$ cat config.mk
export PLATFORM = sky130hd
export DESIGN_NAME = sfr_top
export DESIGN_NICKNAME = d
export VERILOG_FILES = /design/src/verilog/sfr_pkg.sv /design/src/verilog/sfr_addr_ctr.sv /design/src/verilog/sfr_out_shift.sv /design/src/verilog/sfr_top.sv
export SDC_FILE = /design/constraint.sdc
export NUM_CORES = 1
export LEC_CHECK = 0
export BUFFER_PORTS_ARGS = -buffer_cell sky130_fd_sc_hd__clkbuf_2
export CORE_MARGIN = 5
export CORE_UTILIZATION = 65
export CTS_CLUSTER_DIAMETER = 120
export DETAILED_ROUTE_END_ITERATION = 10
export GPL_TIMING_DRIVEN = 0
export PLACE_DENSITY = 0.85
export SKIP_CTS_REPAIR_TIMING = 1
export SLEW_MARGIN = 10
export SYNTH_ARGS = -nofsm -noshare
export SYNTH_HDL_FRONTEND = slang
export SYNTH_HIERARCHICAL = 1
export SYNTH_SLANG_ARGS = --single-unit
$ cat constraint.sdc
create_clock -name core_clk -period 7.8 [get_ports core_clk]
set_clock_uncertainty 0.1 [all_clocks]
set_input_delay 0.39 -clock core_clk [delete_from_list [all_inputs] [get_ports core_clk]]
set_output_delay 0.39 -clock core_clk [all_outputs]
set_load 0.01 [all_outputs]
$ cat src/verilog/sfr_pkg.sv
// Package of constants for the serial flash continuous read front end
package sfr_pkg;
    // ============================================================
    // Command opcodes
    localparam logic [7:0] OPC_READ_LEGACY = 8'hE8; // Four ignored bytes
    localparam logic [7:0] OPC_READ_FAST = 8'h0B;   // One dummy byte
    localparam logic [7:0] OPC_READ_SLOW = 8'h03;   // No dummy byte

    // ============================================================
    // Header framing, counted in serial clock rising edges
    localparam logic [6:0] HDR_OPC_END = 7'h08;   // Opcode complete
    localparam logic [6:0] HDR_ADDR_END = 7'h20;  // Three address bytes done
    localparam logic [6:0] HDR_FAST_END = 7'h28;  // Plus one dummy byte
    localparam logic [6:0] HDR_LEGACY_END = 7'h40; // Plus four ignored bytes

    // ============================================================
    // Address field layout
    localparam int PAGE_W = 13;                  // Page number width
    localparam int BYTE_W = 10;                  // Byte offset width, widest mode
    localparam int PAGE_LSB_528 = 10;            // Page field start, 528 mode
    localparam int PAGE_LSB_512 = 9;             // Page field start, 512 mode
    localparam logic [9:0] LAST_BYTE_528 = 10'h20F; // Last byte of a 528 page
    localparam logic [9:0] LAST_BYTE_512 = 10'h1FF; // Last byte of a 512 page
    localparam logic [12:0] LAST_PAGE = 13'h1FFF;   // Last page of the array

    // ============================================================
    // Host clock limits, for reference by the surrounding system
    localparam int FAST_READ_CLOCK_LIMIT_MHZ = 66; // Legacy and fast opcodes
    localparam int SLOW_READ_CLOCK_LIMIT_MHZ = 33; // Slow opcode

    // ============================================================
    // Front end states, one-hot
    typedef enum logic [5:0] {
        ST_IDLE = 6'h01,  // Deselected
        ST_OPC = 6'h02,   // Shifting opcode
        ST_ADDR = 6'h04,  // Shifting address bytes
        ST_DUMMY = 6'h08, // Shifting dummy or ignored bytes
        ST_DATA = 6'h10,  // Streaming array data
        ST_SKIP = 6'h20   // Unsupported opcode, wait for deselect
    } sfr_state_e;
endpackage

$ cat src/verilog/sfr_addr_ctr.sv
// Array address counter with page split, page crossover and array wrap
module sfr_addr_ctr
    import sfr_pkg::*;
(
    input wire logic core_clk,
    input wire logic rst_n,
    input wire logic page_512,
    input wire logic load,
    input wire logic [23:0] addr_field,
    input wire logic adv,
    output logic [12:0] page_number,
    output logic [9:0] byte_in_page
);
    // ============================================================
    // Field split
    logic [12:0] ld_page; // Page taken from the address field
    logic [9:0] ld_byte;  // Byte taken from the address field
    logic [9:0] last_byte; // Last byte of a page in this mode
    logic at_last;         // Counter sits on the page end

    // 528 mode drops bit 23, 512 mode drops bits 23:22
    assign ld_page = page_512 ? addr_field[21:9] : addr_field[22:10];
    assign ld_byte = page_512 ? {1'b0, addr_field[8:0]} : addr_field[9:0];
    assign last_byte = page_512 ? LAST_BYTE_512 : LAST_BYTE_528;
    assign at_last = (byte_in_page >= last_byte);

    // ============================================================
    // Counter registers
    // Load wins over advance; whole pages step as a unit
    always_ff @(posedge core_clk or negedge rst_n) begin
        if (!rst_n) begin
            page_number <= 13'h0000;
            byte_in_page <= 10'h000;
        end else if (load) begin
            page_number <= ld_page;
            byte_in_page <= ld_byte;
        end else if (adv) begin
            if (at_last) begin
                // Next page with no pause, last page wraps to zero
                byte_in_page <= 10'h000;
                page_number <= page_number + 13'h0001;
            end else begin
                byte_in_page <= byte_in_page + 10'h001;
            end
        end
    end

    // ============================================================
    // Checks
    property p_cross;
        @(posedge core_clk) disable iff (!rst_n)
        (adv && !load && at_last && page_number != LAST_PAGE)
            |=> (byte_in_page == 10'h000 && page_number == $past(page_number) + 13'h0001);
    endproperty
    a_cross: assert property (p_cross) else $error("Page crossover wrong");

    property p_wrap;
        @(posedge core_clk) disable iff (!rst_n)
        (adv && !load && at_last && page_number == LAST_PAGE)
            |=> (byte_in_page == 10'h000 && page_number == 13'h0000);
    endproperty
    a_wrap: assert property (p_wrap) else $error("Array wrap wrong");

    property p_load512;
        @(posedge core_clk) disable iff (!rst_n)
        (load && page_512) |=> (page_number == $past(addr_field[21:9])
            && byte_in_page == {1'b0, $past(addr_field[8:0])});
    endproperty
    a_load512: assert property (p_load512) else $error("512 split wrong");

    property p_load528;
        @(posedge core_clk) disable iff (!rst_n)
        (load && !page_512) |=> (page_number == $past(addr_field[22:10])
            && byte_in_page == $past(addr_field[9:0]));
    endproperty
    a_load528: assert property (p_load528) else $error("528 split wrong");
endmodule

$ cat src/verilog/sfr_out_shift.sv
// Serial output shifter, MSB first, changing on serial clock falls
module sfr_out_shift
    import sfr_pkg::*;
(
    input wire logic core_clk,
    input wire logic rst_n,
    input wire logic active,
    input wire logic sck_fall,
    input wire logic [7:0] next_byte,
    output logic so_bit,
    output logic need_fetch
);
    // ============================================================
    // State
    logic [7:0] shreg_r;  // Remaining bits of current byte
    logic [2:0] bit_cnt_r; // Bits sent of current byte
    logic byte_start;      // This fall opens a new byte

    assign byte_start = active && sck_fall && (bit_cnt_r == 3'h0);

    // ============================================================
    // Shift on each fall; a fresh byte asks for the next one
    always_ff @(posedge core_clk or negedge rst_n) begin
        if (!rst_n) begin
            shreg_r <= 8'h00;
            bit_cnt_r <= 3'h0;
            so_bit <= 1'b0;
            need_fetch <= 1'b0;
        end else if (!active) begin
            // Idle between streams
            bit_cnt_r <= 3'h0;
            need_fetch <= 1'b0;
        end else begin
            need_fetch <= byte_start;
            if (sck_fall) begin
                bit_cnt_r <= bit_cnt_r + 3'h1;
                if (byte_start) begin
                    so_bit <= next_byte[7];
                    shreg_r <= {next_byte[6:0], 1'b0};
                end else begin
                    so_bit <= shreg_r[7];
                    shreg_r <= {shreg_r[6:0], 1'b0};
                end
            end
        end
    end

    // ============================================================
    // Checks
    property p_msb_first;
        @(posedge core_clk) disable iff (!rst_n)
        byte_start |=> (so_bit == $past(next_byte[7]) && need_fetch);
    endproperty
    a_msb_first: assert property (p_msb_first) else $error("Byte not MSB first");

    property p_hold;
        @(posedge core_clk) disable iff (!rst_n)
        (!sck_fall) |=> $stable(so_bit);
    endproperty
    a_hold: assert property (p_hold) else $error("Output moved without fall");
endmodule

$ cat src/verilog/sfr_top.sv
// Serial flash command front end and continuous array read path
// Summary of operation
// Chip select fall, opcode, then address
// All fields shifted most significant bit first
// 528 mode: 13-bit page, 10-bit byte
// Buffer offset is 10 or 9 bits
// 512 mode: 22-bit address, page over byte
// 528 mode split of 23-bit field
// 512 mode split of 22-bit field
// Legacy read: four ignored bytes before data
// Fast read: one dummy byte before data
// Slow read: data right after address
// Address counter advances itself during stream
// Page end crosses to next page seamlessly
// Array end wraps to first page seamlessly
// Host holds chip select low throughout
// Chip select rise ends read, output floats
// Array reads never touch data buffers
// Host keeps clock within per-opcode limits
// Serial modes 0 and 3 supported
// Array organised in whole pages
// Input bits captured on clock rise
// Output bits change on clock fall
// Unused leading address bits are ignored
module sfr_top
    import sfr_pkg::*;
(
    input wire logic core_clk,
    input wire logic reset_n,
    input wire logic page_512,
    input wire logic cs_n,
    input wire logic sck,
    input wire logic si,
    output logic so_out,
    output logic so_oe_n,
    output logic [12:0] array_page,
    output logic [9:0] array_byte,
    output logic array_rd,
    input wire logic [7:0] array_rdata
);
    // ============================================================
    // Reset release
    logic [1:0] rst_sync_r; // Two-stage release chain
    logic rst_n;            // Released reset for the design

    // Assert at once, release after two edges
    always_ff @(posedge core_clk or negedge reset_n) begin
        if (!reset_n) begin
            rst_sync_r <= 2'h0;
        end else begin
            rst_sync_r <= {rst_sync_r[0], 1'b1};
        end
    end
    assign rst_n = rst_sync_r[1];

    // ============================================================
    // Pin edge detection
    logic sck_q_r;  // Serial clock one cycle ago
    logic cs_n_q_r; // Chip select one cycle ago
    logic sck_rise; // Serial clock rising while selected
    logic sck_fall; // Serial clock falling while selected
    logic cs_rise;  // Deselect event

    // Previous pin levels
    always_ff @(posedge core_clk or negedge rst_n) begin
        if (!rst_n) begin
            sck_q_r <= 1'b0;
            cs_n_q_r <= 1'b1;
        end else begin
            sck_q_r <= sck;
            cs_n_q_r <= cs_n;
        end
    end
    assign sck_rise = !cs_n && sck && !sck_q_r;
    assign sck_fall = !cs_n && !sck && sck_q_r;
    assign cs_rise = cs_n && !cs_n_q_r;

    // ============================================================
    // Header shifting
    sfr_state_e state_r;  // Front end state
    sfr_state_e state_nxt;
    logic [31:0] in_sr_r; // Opcode and address shift register
    logic [31:0] in_sr_nxt;
    logic [6:0] hdr_cnt_r; // Rising edges since selection
    logic [6:0] hdr_cnt_nxt;
    logic [7:0] opcode_r;  // Captured opcode
    logic [6:0] hdr_end;   // Header length of the captured opcode
    logic opc_ok;          // New opcode is a supported read
    logic addr_load;       // Address field complete
    logic go_data;         // Header complete, stream begins

    // New bit enters at the bottom, so the first bit ends on top
    assign in_sr_nxt = {in_sr_r[30:0], si};
    assign hdr_cnt_nxt = hdr_cnt_r + 7'h01;
    assign opc_ok = (in_sr_nxt[7:0] == OPC_READ_LEGACY) || (in_sr_nxt[7:0] == OPC_READ_FAST)
        || (in_sr_nxt[7:0] == OPC_READ_SLOW);
    // Dummy length follows the opcode
    assign hdr_end = (opcode_r == OPC_READ_LEGACY) ? HDR_LEGACY_END :
        (opcode_r == OPC_READ_FAST) ? HDR_FAST_END : HDR_ADDR_END;
    assign addr_load = (state_r == ST_ADDR) && sck_rise && (hdr_cnt_nxt == HDR_ADDR_END);
    assign go_data = sck_rise && (hdr_cnt_nxt == hdr_end)
        && ((state_r == ST_ADDR) || (state_r == ST_DUMMY));

    // Next state; deselect always returns to idle
    always_comb begin
        state_nxt = state_r;
        if (cs_n) begin
            state_nxt = ST_IDLE;
        end else begin
            unique case (state_r)
                ST_IDLE: begin
                    state_nxt = ST_OPC;
                end
                ST_OPC: begin
                    if (sck_rise && hdr_cnt_nxt == HDR_OPC_END) begin
                        state_nxt = opc_ok ? ST_ADDR : ST_SKIP;
                    end
                end
                ST_ADDR, ST_DUMMY: begin
                    if (go_data) begin
                        state_nxt = ST_DATA;
                    end else if (addr_load) begin
                        state_nxt = ST_DUMMY;
                    end
                end
                ST_DATA: begin
                    state_nxt = ST_DATA;
                end
                ST_SKIP: begin
                    state_nxt = ST_SKIP;
                end
                default: begin
                    state_nxt = ST_IDLE;
                end
            endcase
        end
    end

    // State and header registers
    always_ff @(posedge core_clk or negedge rst_n) begin
        if (!rst_n) begin
            state_r <= ST_IDLE;
            in_sr_r <= 32'h0000_0000;
            hdr_cnt_r <= 7'h00;
            opcode_r <= 8'h00;
        end else begin
            state_r <= state_nxt;
            if (state_r == ST_IDLE) begin
                hdr_cnt_r <= 7'h00;
            end else if (sck_rise && state_r != ST_DATA && state_r != ST_SKIP) begin
                in_sr_r <= in_sr_nxt;
                hdr_cnt_r <= hdr_cnt_nxt;
                if (state_r == ST_OPC && hdr_cnt_nxt == HDR_OPC_END) begin
                    opcode_r <= in_sr_nxt[7:0];
                end
            end
        end
    end

    // ============================================================
    // Array fetch and output stream
    logic [7:0] next_byte_r; // Prefetched array byte
    logic start_fetch_r;     // First fetch, one cycle after the header completes (go_data)
    logic need_fetch;        // Shifter consumed the prefetched byte
    logic so_bit;            // Shifter output bit
    logic in_data;           // Stream phase

    assign in_data = (state_r == ST_DATA);

    // Fetch strobe; the array is read directly, no buffer is written
    always_ff @(posedge core_clk or negedge rst_n) begin
        if (!rst_n) begin
            start_fetch_r <= 1'b0;
            array_rd <= 1'b0;
            next_byte_r <= 8'h00;
        end else begin
            start_fetch_r <= go_data && !cs_n;
            array_rd <= (start_fetch_r || need_fetch) && !cs_n;
            if (array_rd) begin
                next_byte_r <= array_rdata;
            end
        end
    end

    // Address counter; each fetch advances it
    sfr_addr_ctr u_addr_ctr (
        .core_clk(core_clk),
        .rst_n(rst_n),
        .page_512(page_512),
        .load(addr_load),
        .addr_field(in_sr_nxt[23:0]),
        .adv(array_rd),
        .page_number(array_page),
        .byte_in_page(array_byte)
    );

    // Output shifter
    sfr_out_shift u_out_shift (
        .core_clk(core_clk),
        .rst_n(rst_n),
        .active(in_data),
        .sck_fall(sck_fall),
        .next_byte(next_byte_r),
        .so_bit(so_bit),
        .need_fetch(need_fetch)
    );

    // Pin drivers; enable opens on first fall, closes on deselect
    always_ff @(posedge core_clk or negedge rst_n) begin
        if (!rst_n) begin
            so_out <= 1'b0;
            so_oe_n <= 1'b1;
        end else begin
            so_out <= so_bit;
            if (cs_n || !in_data) begin
                so_oe_n <= 1'b1;
            end else if (sck_fall) begin
                so_oe_n <= 1'b0;
            end
        end
    end

    // ============================================================
    // Checks
    property p_deselect;
        @(posedge core_clk) disable iff (!rst_n)
        cs_rise |=> (so_oe_n && state_r == ST_IDLE);
    endproperty
    a_deselect: assert property (p_deselect) else $error("Deselect left output on");

    property p_drive_only_data;
        @(posedge core_clk) disable iff (!rst_n)
        !so_oe_n |-> ($past(state_r) == ST_DATA);
    endproperty
    a_drive_only_data: assert property (p_drive_only_data) else $error("Output early");

    property p_slow_start;
        @(posedge core_clk) disable iff (!rst_n)
        (addr_load && opcode_r == OPC_READ_SLOW && !cs_n)
            |=> (state_r == ST_DATA && start_fetch_r);
    endproperty
    a_slow_start: assert property (p_slow_start) else $error("Slow read did not start");

    property p_fast_dummy;
        @(posedge core_clk) disable iff (!rst_n)
        (addr_load && opcode_r == OPC_READ_FAST && !cs_n) |=> (state_r == ST_DUMMY);
    endproperty
    a_fast_dummy: assert property (p_fast_dummy) else $error("Fast read skipped dummy");

    property p_opcode_end;
        @(posedge core_clk) disable iff (!rst_n)
        (state_r == ST_OPC && sck_rise && hdr_cnt_r == 7'h07 && !cs_n) |=> (state_r != ST_OPC);
    endproperty
    a_opcode_end: assert property (p_opcode_end) else $error("Opcode not 8 bits");

    property p_fetch_follows;
        @(posedge core_clk) disable iff (!rst_n)
        (need_fetch && !cs_n) |=> array_rd;
    endproperty
    a_fetch_follows: assert property (p_fetch_follows) else $error("Byte not fetched");

    // Header bit lands at the bottom of the shifter on a rise
    property p_capture_rise;
        @(posedge core_clk) disable iff (!rst_n)
        (sck_rise && (state_r == ST_OPC || state_r == ST_ADDR || state_r == ST_DUMMY))
            |=> (in_sr_r[0] == $past(si));
    endproperty
    a_capture_rise: assert property (p_capture_rise) else $error("Input bit not taken");

    // Header shifter only moves on a serial clock rise
    property p_in_hold;
        @(posedge core_clk) disable iff (!rst_n)
        (!sck_rise) |=> $stable(in_sr_r);
    endproperty
    a_in_hold: assert property (p_in_hold) else $error("Input moved without rise");

    // Legacy opcode waits through its ignored bytes
    property p_legacy_wait;
        @(posedge core_clk) disable iff (!rst_n)
        (addr_load && opcode_r == OPC_READ_LEGACY && !cs_n) |=> (state_r == ST_DUMMY);
    endproperty
    a_legacy_wait: assert property (p_legacy_wait) else $error("Legacy read skipped bytes");

    // Dummy phase ends exactly at the header length
    property p_dummy_end;
        @(posedge core_clk) disable iff (!rst_n)
        (state_r == ST_DUMMY && sck_rise && hdr_cnt_nxt == hdr_end) |=> (state_r == ST_DATA);
    endproperty
    a_dummy_end: assert property (p_dummy_end) else $error("Data phase late");

    // Opcode register takes the eighth bit's byte
    property p_opc_capture;
        @(posedge core_clk) disable iff (!rst_n)
        (state_r == ST_OPC && sck_rise && hdr_cnt_nxt == HDR_OPC_END)
            |=> (opcode_r == $past(in_sr_nxt[7:0]));
    endproperty
    a_opc_capture: assert property (p_opc_capture) else $error("Opcode not captured");

    // Refused opcode keeps the output off
    property p_skip_silent;
        @(posedge core_clk) disable iff (!rst_n)
        (state_r == ST_SKIP) |-> so_oe_n;
    endproperty
    a_skip_silent: assert property (p_skip_silent) else $error("Refused opcode drove");

    // Array fetch strobe lasts one cycle
    property p_rd_pulse;
        @(posedge core_clk) disable iff (!rst_n)
        array_rd |=> !array_rd;
    endproperty
    a_rd_pulse: assert property (p_rd_pulse) else $error("Fetch strobe too long");

    // Deselected level floats the output next edge
    property p_cs_float;
        @(posedge core_clk) disable iff (!rst_n)
        cs_n |=> so_oe_n;
    endproperty
    a_cs_float: assert property (p_cs_float) else $error("Output on while deselected");
endmodule

==> results of run 1 <==
[stage by stage]
stage / instance area, um2 / worst slack (ns)
after floorplan: 5060 / 4.92
after global placement: 5380 / 4.01
after detailed placement: 5410 / 4.46
after CTS: 5580 / 4.41
after global routing: 5590 / 4.18
final: 5590 / 4.37
[final timing paths]
path | from | endpoint | slack [ns] | cells after the start
worst min register to register | rst_sync_r[1] | u_addr_ctr/byte_in_page[3] | 0.21 | 0
min in group asynchronous | rst_sync_r[1] | u_addr_ctr/byte_in_page[3] | 0.21 | 0
max in group asynchronous | rst_sync_r[1] | in_sr_r[12] | 6.74 | 1
worst max-delay path | hdr_cnt_r[0] | u_addr_ctr/page_number[10] | 4.37 | 10
worst max register to register | hdr_cnt_r[0] | u_addr_ctr/page_number[10] | 4.37 | 10
worst min-delay path | sck | sck_q_r | 0.06 | 1
[power breakdown]
part | internal (uW) | switching, uW
Combinational | 68.2 | 74.6
Sequential | 510 | 41.0
Clock | 116 | 166
Total | 694 | 282
[worst reg2reg max path, stage by stage (launching register included)]
cell and delay [ns]:
dfrtp_1 0.43, ha_1 0.28, nor4b_1 0.31, a41oi_1 0.15, a2111oi_1 0.47, and2_1 0.22, buf_2 0.21, clkbuf_1 0.39
clkbuf_1 0.43, o21ai_0 0.18, a2bb2oi_1 0.20
[routing by layer]
metal  wire length [um]  part of all wire  vias up  global-route usage
li1                   -                 -     1805                   -
met1               4790              0.45     1877               0.313
met2               5250              0.49      131               0.375
met3                568             0.053       13              0.0400
met4                102            0.0095        0              0.0504
met5                  0                 0        -                   0
[area by class of cell]
class | count | area, um2 | share of cell area
flip-flops and latches | 93 | 2330 | 0.418
repair buffers | 40 | 228 | 0.0407
inverters | 14 | 52.6 | 0.00940
clock buffers | 10 | 128 | 0.0228
multi-input cells | 339 | 2550 | 0.457
well taps | 102 | 128 | 0.0228
plain buffers | 20 | 130 | 0.0233
clock inverters | 6 | 37.5 | 0.00672
[flip-flops by register name (all words and copies together), names as in the netlist]
name and cells:
u_out_shift/so_bit 1, sck_q_r 1, so_out 1, state_r 6, start_fetch_r 1, array_rd 1
u_addr_ctr/byte_in_page 10, u_out_shift/need_fetch 1, next_byte_r 8, hdr_cnt_r 7, u_out_shift/bit_cnt_r 3, so_oe_n 1
opcode_r 8, u_addr_ctr/page_number 13, rst_sync_r 2, u_out_shift/shreg_r 7, in_sr_r 22
==> qor.yml, run 1 <==
status: "completed"
tns_ns: 0
slew_viol_final: 0
fin_crit_ns: 3.43
dp_cells: 607
filler_cell_count: 541
synth_area_per_cell_um2: 10.9
worst_setup_path_start_kind: "register"
grt_use_total: 0.226
diodes: 0
initial_core_util: 0.662
die-area_mm2: 0.00966
timing.fmax_mhz: 292
cts_buffers: 9
final_common_cell: "dfrtp_1"
synthCells: 466
port-buffer-count: 38
rsz0062_at_grt: "no"
clk_latency_ns: 0.36
critPathTopFamily: "buffers and inverters"
num-nets-final: 543
cts_root_buf: "clkbuf_8"
cp_slowest_stage_delay_ns: 0.46
powerDensity_mw_per_mm2: 175
path_cells: "ha_1, nor4b_1, a41oi_1, a2111oi_1, and2_1, buf_2, clkbuf_1, clkbuf_1, o21ai_0, a2bb2oi_1"
max-vdd-ir-drop_uv: 90.3
final_cells: 624
cts_tree: "done"
finalCritPeriodShare: 0.440
rows: 32
relSlewSlack: 0.469
synth_nets: 492
final_cell_mix: "90 x dfrtp_1, 40 x mux2_2, 38 x clkbuf_2"
setup_viol: 0
overflow: 0
drc: 0
grt_pass1_vias: 3728
worstPathArrival_ns: 3.61
total_power_uw: 976
die_w_um: 98.3
gp_congestion: 0.905
path_clk_slew_ns: 0.09
ant_nets: 0
critPathMaxFanout: 10
maxCapViolations: 0
num_vias: 3826
end_kind: "register"
antenna_found_initial: 0
grt_pass1_wl_mm: 17.9
wl_per_cell_um: 17.2
htree_levels: 3
worst_pin_slew_ns: 0.789
drive_gt1_frac: 0.261
path_buf_inv: 3
dr.pass1.iters: 5
hold_viol: 0
die_y_um: 98.3
grt_max_degree: 55
ys_warn_count: 6
post-route-util: 0.731
leakagePower_uw: 0.00257
critPathKind: "register to register"
hold_slack_ns: 0.0601
vias_per_cell: 6.13
core_region_area_mm2: 0.00765
cts.path.max_buffers: 2
critPathRequiredTime_ns: 7.98
routed_wl_mm: 10.7
clkSinkCount: 93
first_iter_violations: 163
area_growth_pct: 10.4
hpwl_mm: 7.70
netlist_area_mm2: 0.00506
crit_slowest_cell: "a2111oi_1"
io_pins: 40
hp-class: "input pin to register"
cpMostUsedCell: "clkbuf_1"
No activity file was read; power rests on OpenSTA's default activity.
==> inputs of run 2 (changes only) <==
--- a/config.mk
+++ b/config.mk
@@ -5,13 +5,14 @@
 export SDC_FILE = /design/constraint.sdc
 export NUM_CORES = 1
 export LEC_CHECK = 0
+export ABC_AREA = 1
 export BUFFER_PORTS_ARGS = -buffer_cell sky130_fd_sc_hd__clkbuf_2
 export CORE_MARGIN = 5
-export CORE_UTILIZATION = 65
+export CORE_UTILIZATION = 60
 export CTS_CLUSTER_DIAMETER = 120
 export DETAILED_ROUTE_END_ITERATION = 10
 export GPL_TIMING_DRIVEN = 0
-export PLACE_DENSITY = 0.85
+export PLACE_DENSITY = 0.8
 export SKIP_CTS_REPAIR_TIMING = 1
 export SLEW_MARGIN = 10
 export SYNTH_ARGS = -nofsm -noshare
==> constraint.sdc (replaced) <==
create_clock -name core_clk -period 3.47 [get_ports core_clk]
set_clock_uncertainty 0.1 [all_clocks]
set_input_delay 0.1735 -clock core_clk [delete_from_list [all_inputs] [get_ports core_clk]]
set_output_delay 0.1735 -clock core_clk [all_outputs]
set_load 0.01 [all_outputs]
==> run 2 against run 1 <==
Hold slack lost 0.045 ns. Global-route usage grew 0.66 points. Register-to-register slack lost 3.8 ns. Largest power group unchanged. Power grew 130%. Sequential share of layout area shrank 1.7 points. Final cell count grew 34%. Highest routed layer unchanged. Sequential cell count is the same. Non-clock buffer count grew 8. Largest cell class unchanged. Wire length grew 8.7%.
==> qor.yml, run 2 <==
grt_max_degree: 49  # -11%
synth_area_per_cell_um2: 7.73  # -29%
gp_congestion: 0.873  # -3.5%
netlist_area_mm2: 0.00516  # +2.0%
rsz0062_at_grt: "no"
area_growth_pct: 12.7
internal-power_uw: 1560  # +120%
num_vias: 4611  # +21%
stdcell_area_mm2: 0.00582  # +4.1%
path_clk_slew_ns: 0.10  # about the same
final_cell_mix: "229 x nand2_1, 90 x dfrtp_1, 67 x inv_1"
cts_buffers: 9  # unchanged
final_common_cell: "nand2_1"
finalCritPeriodShare: 0.825  # +0.386
dpl_worst_slack_ns: 0.663  # -3.80 ns
met2_usage: 0.398  # +0.0228
total_power_uw: 2260  # +130%
hpwl_mm: 8.47  # +10%
synthCells: 668  # +43%
p_sw_frac: 0.310  # +0.0211
critPathMaxFanout: 10  # unchanged
tns_ns: 0  # unchanged
reg_top3: "in_sr_r x22, u_addr_ctr/page_number x13, u_addr_ctr/byte_in_page x10"
vias_per_cell: 5.50  # -10%
die_w_um: 103  # +4.6%
max-vdd-ir-drop_uv: 290  # +220%
leakagePower_uw: 0.00302  # +18%
grt_use_total: 0.233  # +0.00663
p_switching_uw: 700  # +150%
slew_viol_final: 0  # unchanged
worst_setup_path_start_kind: "register"
grt_pass1_wl_mm: 19.6  # +9.1%
met3_usage: 0.0392  # -0.000758
port-buffer-count: 38  # unchanged
hp-class: "input pin to register"
worstPathArrival_ns: 3.08  # -0.53 ns
initial_core_util: 0.622  # -0.0400
cts.path.max_buffers: 2  # unchanged
overflow: 0  # unchanged
setup_ws_ns: 0.606  # -3.77 ns
clk_latency_ns: 0.36  # about the same
dr.pass1.iters: 5  # unchanged
routed_wl_mm: 11.6  # +8.7%
worst_pin_slew_ns: 0.765  # -0.0237 ns
largest_register_ff_count: 22  # unchanged
grt_pass1_vias: 4367  # +17%
grt_busiest_layer: "met2"
rows: 33  # +3.1%
antenna_found_initial: 0  # unchanged
htree_levels: 3  # unchanged
largest-register: "in_sr_r"
maxCapViolations: 0  # unchanged
p_clk_frac: 0.312  # +0.023
num-nets-final: 755  # +39%
drive_gt1_frac: 0.178  # -0.0821
power_frac_comb: 0.129  # -0.017
drc: 0  # unchanged
crit_slowest_cell: "dfrtp_1"
hold_viol: 0  # unchanged
power_frac_seq: 0.559  # -0.006
status: "completed"
cts_root_buf: "clkbuf_8"
ys_warn_count: 6  # unchanged
cp_slowest_stage_delay_ns: 0.44  # -0.02 ns
die_y_um: 103  # +4.6%
wl_per_cell_um: 13.9  # -19%
ant_nets: 0  # unchanged
diodes: 0  # unchanged
timing.fmax_mhz: 349  # +20%
critPathKind: "register to register"
fin_crit_ns: 2.86  # -0.565 ns
cpMostUsedCell: "nand2_1"
use_met1: 0.303  # -0.00959
powerDensity_mw_per_mm2: 388  # +120%
hold_slack_ns: 0.0149  # -0.0452 ns
io_pins: 40  # unchanged
dpl-instance-area_mm2: 0.00552  # +1.9%
die-area_mm2: 0.0106  # +9.4%
clkSinkCount: 93  # unchanged
relSlewSlack: 0.489  # +0.0196
core_region_area_mm2: 0.00830  # +8.5%
critPathRequiredTime_ns: 3.68  # -4.30 ns
first_iter_violations: 258  # +58%
end_kind: "register"
path_cells: "ha_1, nand3_2, nand2_1, nand2_1, nor2_2, nand2_1, nor3_1, buf_2, inv_1, buf_2, nor2_1, o21ai_0, nand2_1, nand2_1, nand2_1"
cts_tree: "done"
setup_viol: 0  # unchanged
synth_nets: 694  # +41%
## run 2: metrics by stage
| step | util | std cells |
|---|---|---|
| 3_3_place_gp | 0.661 | 811 |
| 4_1_cts | 0.688 | 828 |
| 6_report | 0.701 | 839 |
| 2_1_floorplan | - | 668 |
| 5_1_grt | 0.701 | 839 |
| 3_5_place_dp | 0.665 | 812 |
## run 2: worst max-delay path, delay by kind of cell, from the launching register on
kind / cells / cell delay (ns)
compound gates: 1 / 0.15
fa+ha+maj: 1 / 0.25
buf+inv: 3 / 0.64
flops: 1 / 0.44
simple gates: 10 / 1.22
## run 2: routing by layer
| layer | part of all wire | routed length, um |
|---|---|---|
| met3 | 0.051 | 598 |
| met5 | 0 | 0 |
| met1 | 0.44 | 5080 |
| met2 | 0.49 | 5750 |
| met4 | 0.019 | 217 |
## run 2: power groups by stage
| stage | sequential, uW | combinational [uW] | clock [uW] |
|---|---|---|---|
| 2_1_floorplan | 1260 | 195 | 0 |
| 3_3_place_gp | 1290 | 248 | 0 |
| 3_5_place_dp | 1280 | 275 | 0 |
| 4_1_cts | 1260 | 279 | 720 |
| 5_1_grt | 1280 | 332 | 765 |
| 6_report | 1260 | 291 | 705 |
## run 2: final timing paths
path,to,depth (start not counted),slack [ns],start
worst max-delay path,u_addr_ctr/page_number[12],15,0.61,hdr_cnt_r[1]
worst min-delay path,u_addr_ctr/byte_in_page[0],3,0.01,si
worst max register to register,u_addr_ctr/page_number[12],15,0.61,hdr_cnt_r[1]
worst min register to register,state_r[5],0,0.25,rst_sync_r[1]
max in group asynchronous,u_addr_ctr/byte_in_page[8],1,2.39,rst_sync_r[1]
min in group asynchronous,rst_sync_r[1],2,0.02,reset_n
## run 2: layout make-up
type / count / area, um2
clock buffer: 10 / 138
sequential: 93 / 2330
timing repair buffer: 50 / 328
buffer: 18 / 118
inverter: 73 / 277
tap: 105 / 131
multi-input combinational: 484 / 2440
clock inverter: 6 / 53.8
fill: 694 / 2480
==> inputs of run 3 (changes only) <==
--- a/config.mk
+++ b/config.mk
@@ -8,11 +8,11 @@
 export ABC_AREA = 1
 export BUFFER_PORTS_ARGS = -buffer_cell sky130_fd_sc_hd__clkbuf_2
 export CORE_MARGIN = 5
-export CORE_UTILIZATION = 60
+export CORE_UTILIZATION = 55
 export CTS_CLUSTER_DIAMETER = 120
 export DETAILED_ROUTE_END_ITERATION = 10
 export GPL_TIMING_DRIVEN = 0
-export PLACE_DENSITY = 0.8
+export PLACE_DENSITY = 0.77
 export SKIP_CTS_REPAIR_TIMING = 1
 export SLEW_MARGIN = 10
 export SYNTH_ARGS = -nofsm -noshare
==> constraint.sdc (replaced) <==
create_clock -name core_clk -period 2.5 [get_ports core_clk]
set_clock_uncertainty 0.1 [all_clocks]
set_input_delay 0.125 -clock core_clk [delete_from_list [all_inputs] [get_ports core_clk]]
set_output_delay 0.125 -clock core_clk [all_outputs]
set_load 0.01 [all_outputs]
==> run 3 against run 2 <==
The flow now finishes with violations (hold timing). Sequential cell count is the same. Register-to-register slack worse by 0.56 ns. Final cell count increased by 2.5%.
==> qor.yml, run 3 (synthesized netlist as in run 2, its figures left out) <==
status: "finished with violations"
failed_checks: "hold timing"
hp-class: "input pin to register"
multi_input_area_mm2: 0.00253  # +3.7%
timing.fmax_mhz: 408  # +17%
tns_ns: 0  # unchanged
hold_slack_ns: -0.0306  # -0.0455 ns
hold_viol: 1  # +1
drive_gt1_frac: 0.220  # +0.0418
reg_top3: "in_sr_r x22, u_addr_ctr/page_number x13, u_addr_ctr/byte_in_page x10"
antenna_found_initial: 0  # unchanged
max-vdd-ir-drop_uv: 397  # +37%
largest-register: "in_sr_r"
cts_tree: "done"
io_pins: 40  # unchanged
critPathKind: "register to register"
relSlewSlack: 0.493  # +0.00435
slew_viol_final: 0  # unchanged
die_w_um: 107  # +4.0%
num-nets-final: 770  # +2.0%
grt_use_total: 0.209  # -0.0236
worst_setup_path_start_kind: "register"
gp_congestion: 0.911  # +4.4%
rsz0062_at_grt: "yes"
critPathMaxFanout: 6  # -4
clkSinkCount: 93  # unchanged
p_clk_frac: 0.299  # -0.013
crit_slowest_cell: "dfrtp_2"
grt_max_degree: 51  # +4.1%
area_growth_pct: 17.6
fin_crit_ns: 2.45  # -0.414 ns
port-buffer-count: 38  # unchanged
wl_per_cell_um: 14.0  # +0.72%
vias_per_cell: 5.41  # -1.5%
path_cells: "ha_4, nand3_4, o21ai_2, nand2_2, inv_2, nand3_2, nor3_4, buf_6, clkinvlp_4, nand3_4, nand2_4, buf_8, clkbuf_16, nand2_2, nand2_1"
cts.path.max_buffers: 2  # unchanged
hpwl_mm: 8.25  # -2.6%
leakagePower_uw: 0.00314  # +3.8%
routed_wl_mm: 12.0  # +3.2%
filler_cell_count: 768  # +11%
setup_viol: 0  # unchanged
maxCapViolations: 0  # unchanged
end_kind: "register"
finalCritPeriodShare: 0.980  # +0.155
diodes: 0  # unchanged
grt_pass1_wl_mm: 19.8  # +0.95%
cp_slowest_stage_delay_ns: 0.44  # about the same
stdcell_area_mm2: 0.00608  # +4.4%
grt_pass1_vias: 4444  # +1.8%
final_common_cell: "nand2_1"
rows: 35  # +6.1%
dp_cells: 818  # +0.74%
cts_root_buf: "clkbuf_8"
num_vias: 4655  # +0.95%
seqCellArea_mm2: 0.00234  # +0.11%
power_frac_seq: 0.568  # +0.009
dr.pass1.iters: 5  # unchanged
core_region_area_mm2: 0.00920  # +11%
internal-power_uw: 2130  # +37%
p_switching_uw: 959  # +37%
htree_levels: 3  # unchanged
clk_latency_ns: 0.37  # about the same
worstPathArrival_ns: 2.61  # -0.47 ns
final_cell_mix: "220 x nand2_1, 88 x dfrtp_1, 64 x inv_1"
critPathTopFamily: "simple AND/OR/NAND/NOR gates"
drc: 0  # unchanged
post-route-util: 0.661  # -0.0405
die_y_um: 107  # +4.0%
worst_pin_slew_ns: 0.759  # -0.00652 ns
first_iter_violations: 257  # -0.39%
critPathRequiredTime_ns: 2.66  # -1.02 ns
powerDensity_mw_per_mm2: 509  # +31%
die-area_mm2: 0.0114  # +8.2%
final_cells: 860  # +2.5%
overflow: 0  # unchanged
cts_buffers: 9  # unchanged
ant_nets: 0  # unchanged
p_sw_frac: 0.310  # about the same
largest_register_ff_count: 22  # unchanged
path_buf_inv: 5  # +2
initial_core_util: 0.562  # -0.0607
path_clk_slew_ns: 0.09  # about the same
power_frac_comb: 0.133  # +0.004
dpl-instance-area_mm2: 0.00553  # +0.14%
-- run 3: cell count changes in the layout (fill, tap and decap cells not counted), moves of 3 or more --
cell     previous run  this run
nand2_1           229       220
nand2_2            11        18
o21ai_0            37        32
inv_1              67        64
buf_4               1        11
o21ai_1             1         6
-- run 3: per-layer routing --
layer	track usage	routed length, um	vias to the layer above
met5	0	0	-
met3	0.0385	596	26
met2	0.346	5880	145
met1	0.285	5310	2187
met4	0.0521	233	0
li1	-	-	2297
-- run 3: worst register-to-register path: stages (launching register included) --
cell	delay, ns
dfrtp_2	0.44
ha_4	0.18
nand3_4	0.08
o21ai_2	0.14
nand2_2	0.09
inv_2	0.08
nand3_2	0.08
nor3_4	0.24
buf_6	0.16
clkinvlp_4	0.16
nand3_4	0.14
nand2_4	0.07
buf_8	0.14
clkbuf_16	0.16
nand2_2	0.05
nand2_1	0.04
-- run 3: layout make-up --
type	count	area share
multi-input cells	484	0.417
clock buffers	10	0.0210
repair buffers	65	0.0783
inverters	73	0.0461
plain buffers	18	0.0229
flip-flops and latches	93	0.384
well taps	111	0.0229
clock inverters	6	0.00762
-- run 3: through the flow --
step                total power [uW]  setup slack [ns]
detailed placement              2160            -0.288
floorplan                       2020             0.163
CTS                             3080            -0.306
finish                          3090            0.0499
global route                    3250           -0.0801
global placement                2130            -0.271
-- run 3: final timing paths --
check | depth (start not counted) | start | to | slack, ns
max | 15 | hdr_cnt_r[1] | u_addr_ctr/byte_in_page[6] | 0.05
min | 3 | si | u_addr_ctr/byte_in_page[0] | -0.03
min reg2reg | 0 | rst_sync_r[1] | u_addr_ctr/page_number[8] | 0.23
min in group asynchronous | 0 | rst_sync_r[1] | u_addr_ctr/page_number[8] | 0.23
max reg2reg | 15 | hdr_cnt_r[1] | u_addr_ctr/byte_in_page[6] | 0.05
max in group asynchronous | 1 | rst_sync_r[1] | so_oe_n | 1.38
-- run 3: power by group through the flow --
| stage | Clock (uW) | Sequential (uW) | Combinational, uW |
|---|---|---|---|
| finish | 924 | 1760 | 410 |
| global route | 1010 | 1780 | 468 |
| CTS | 943 | 1750 | 387 |
| detailed placement | 0 | 1780 | 384 |
| global placement | 0 | 1790 | 346 |
| floorplan | 0 | 1750 | 270 |
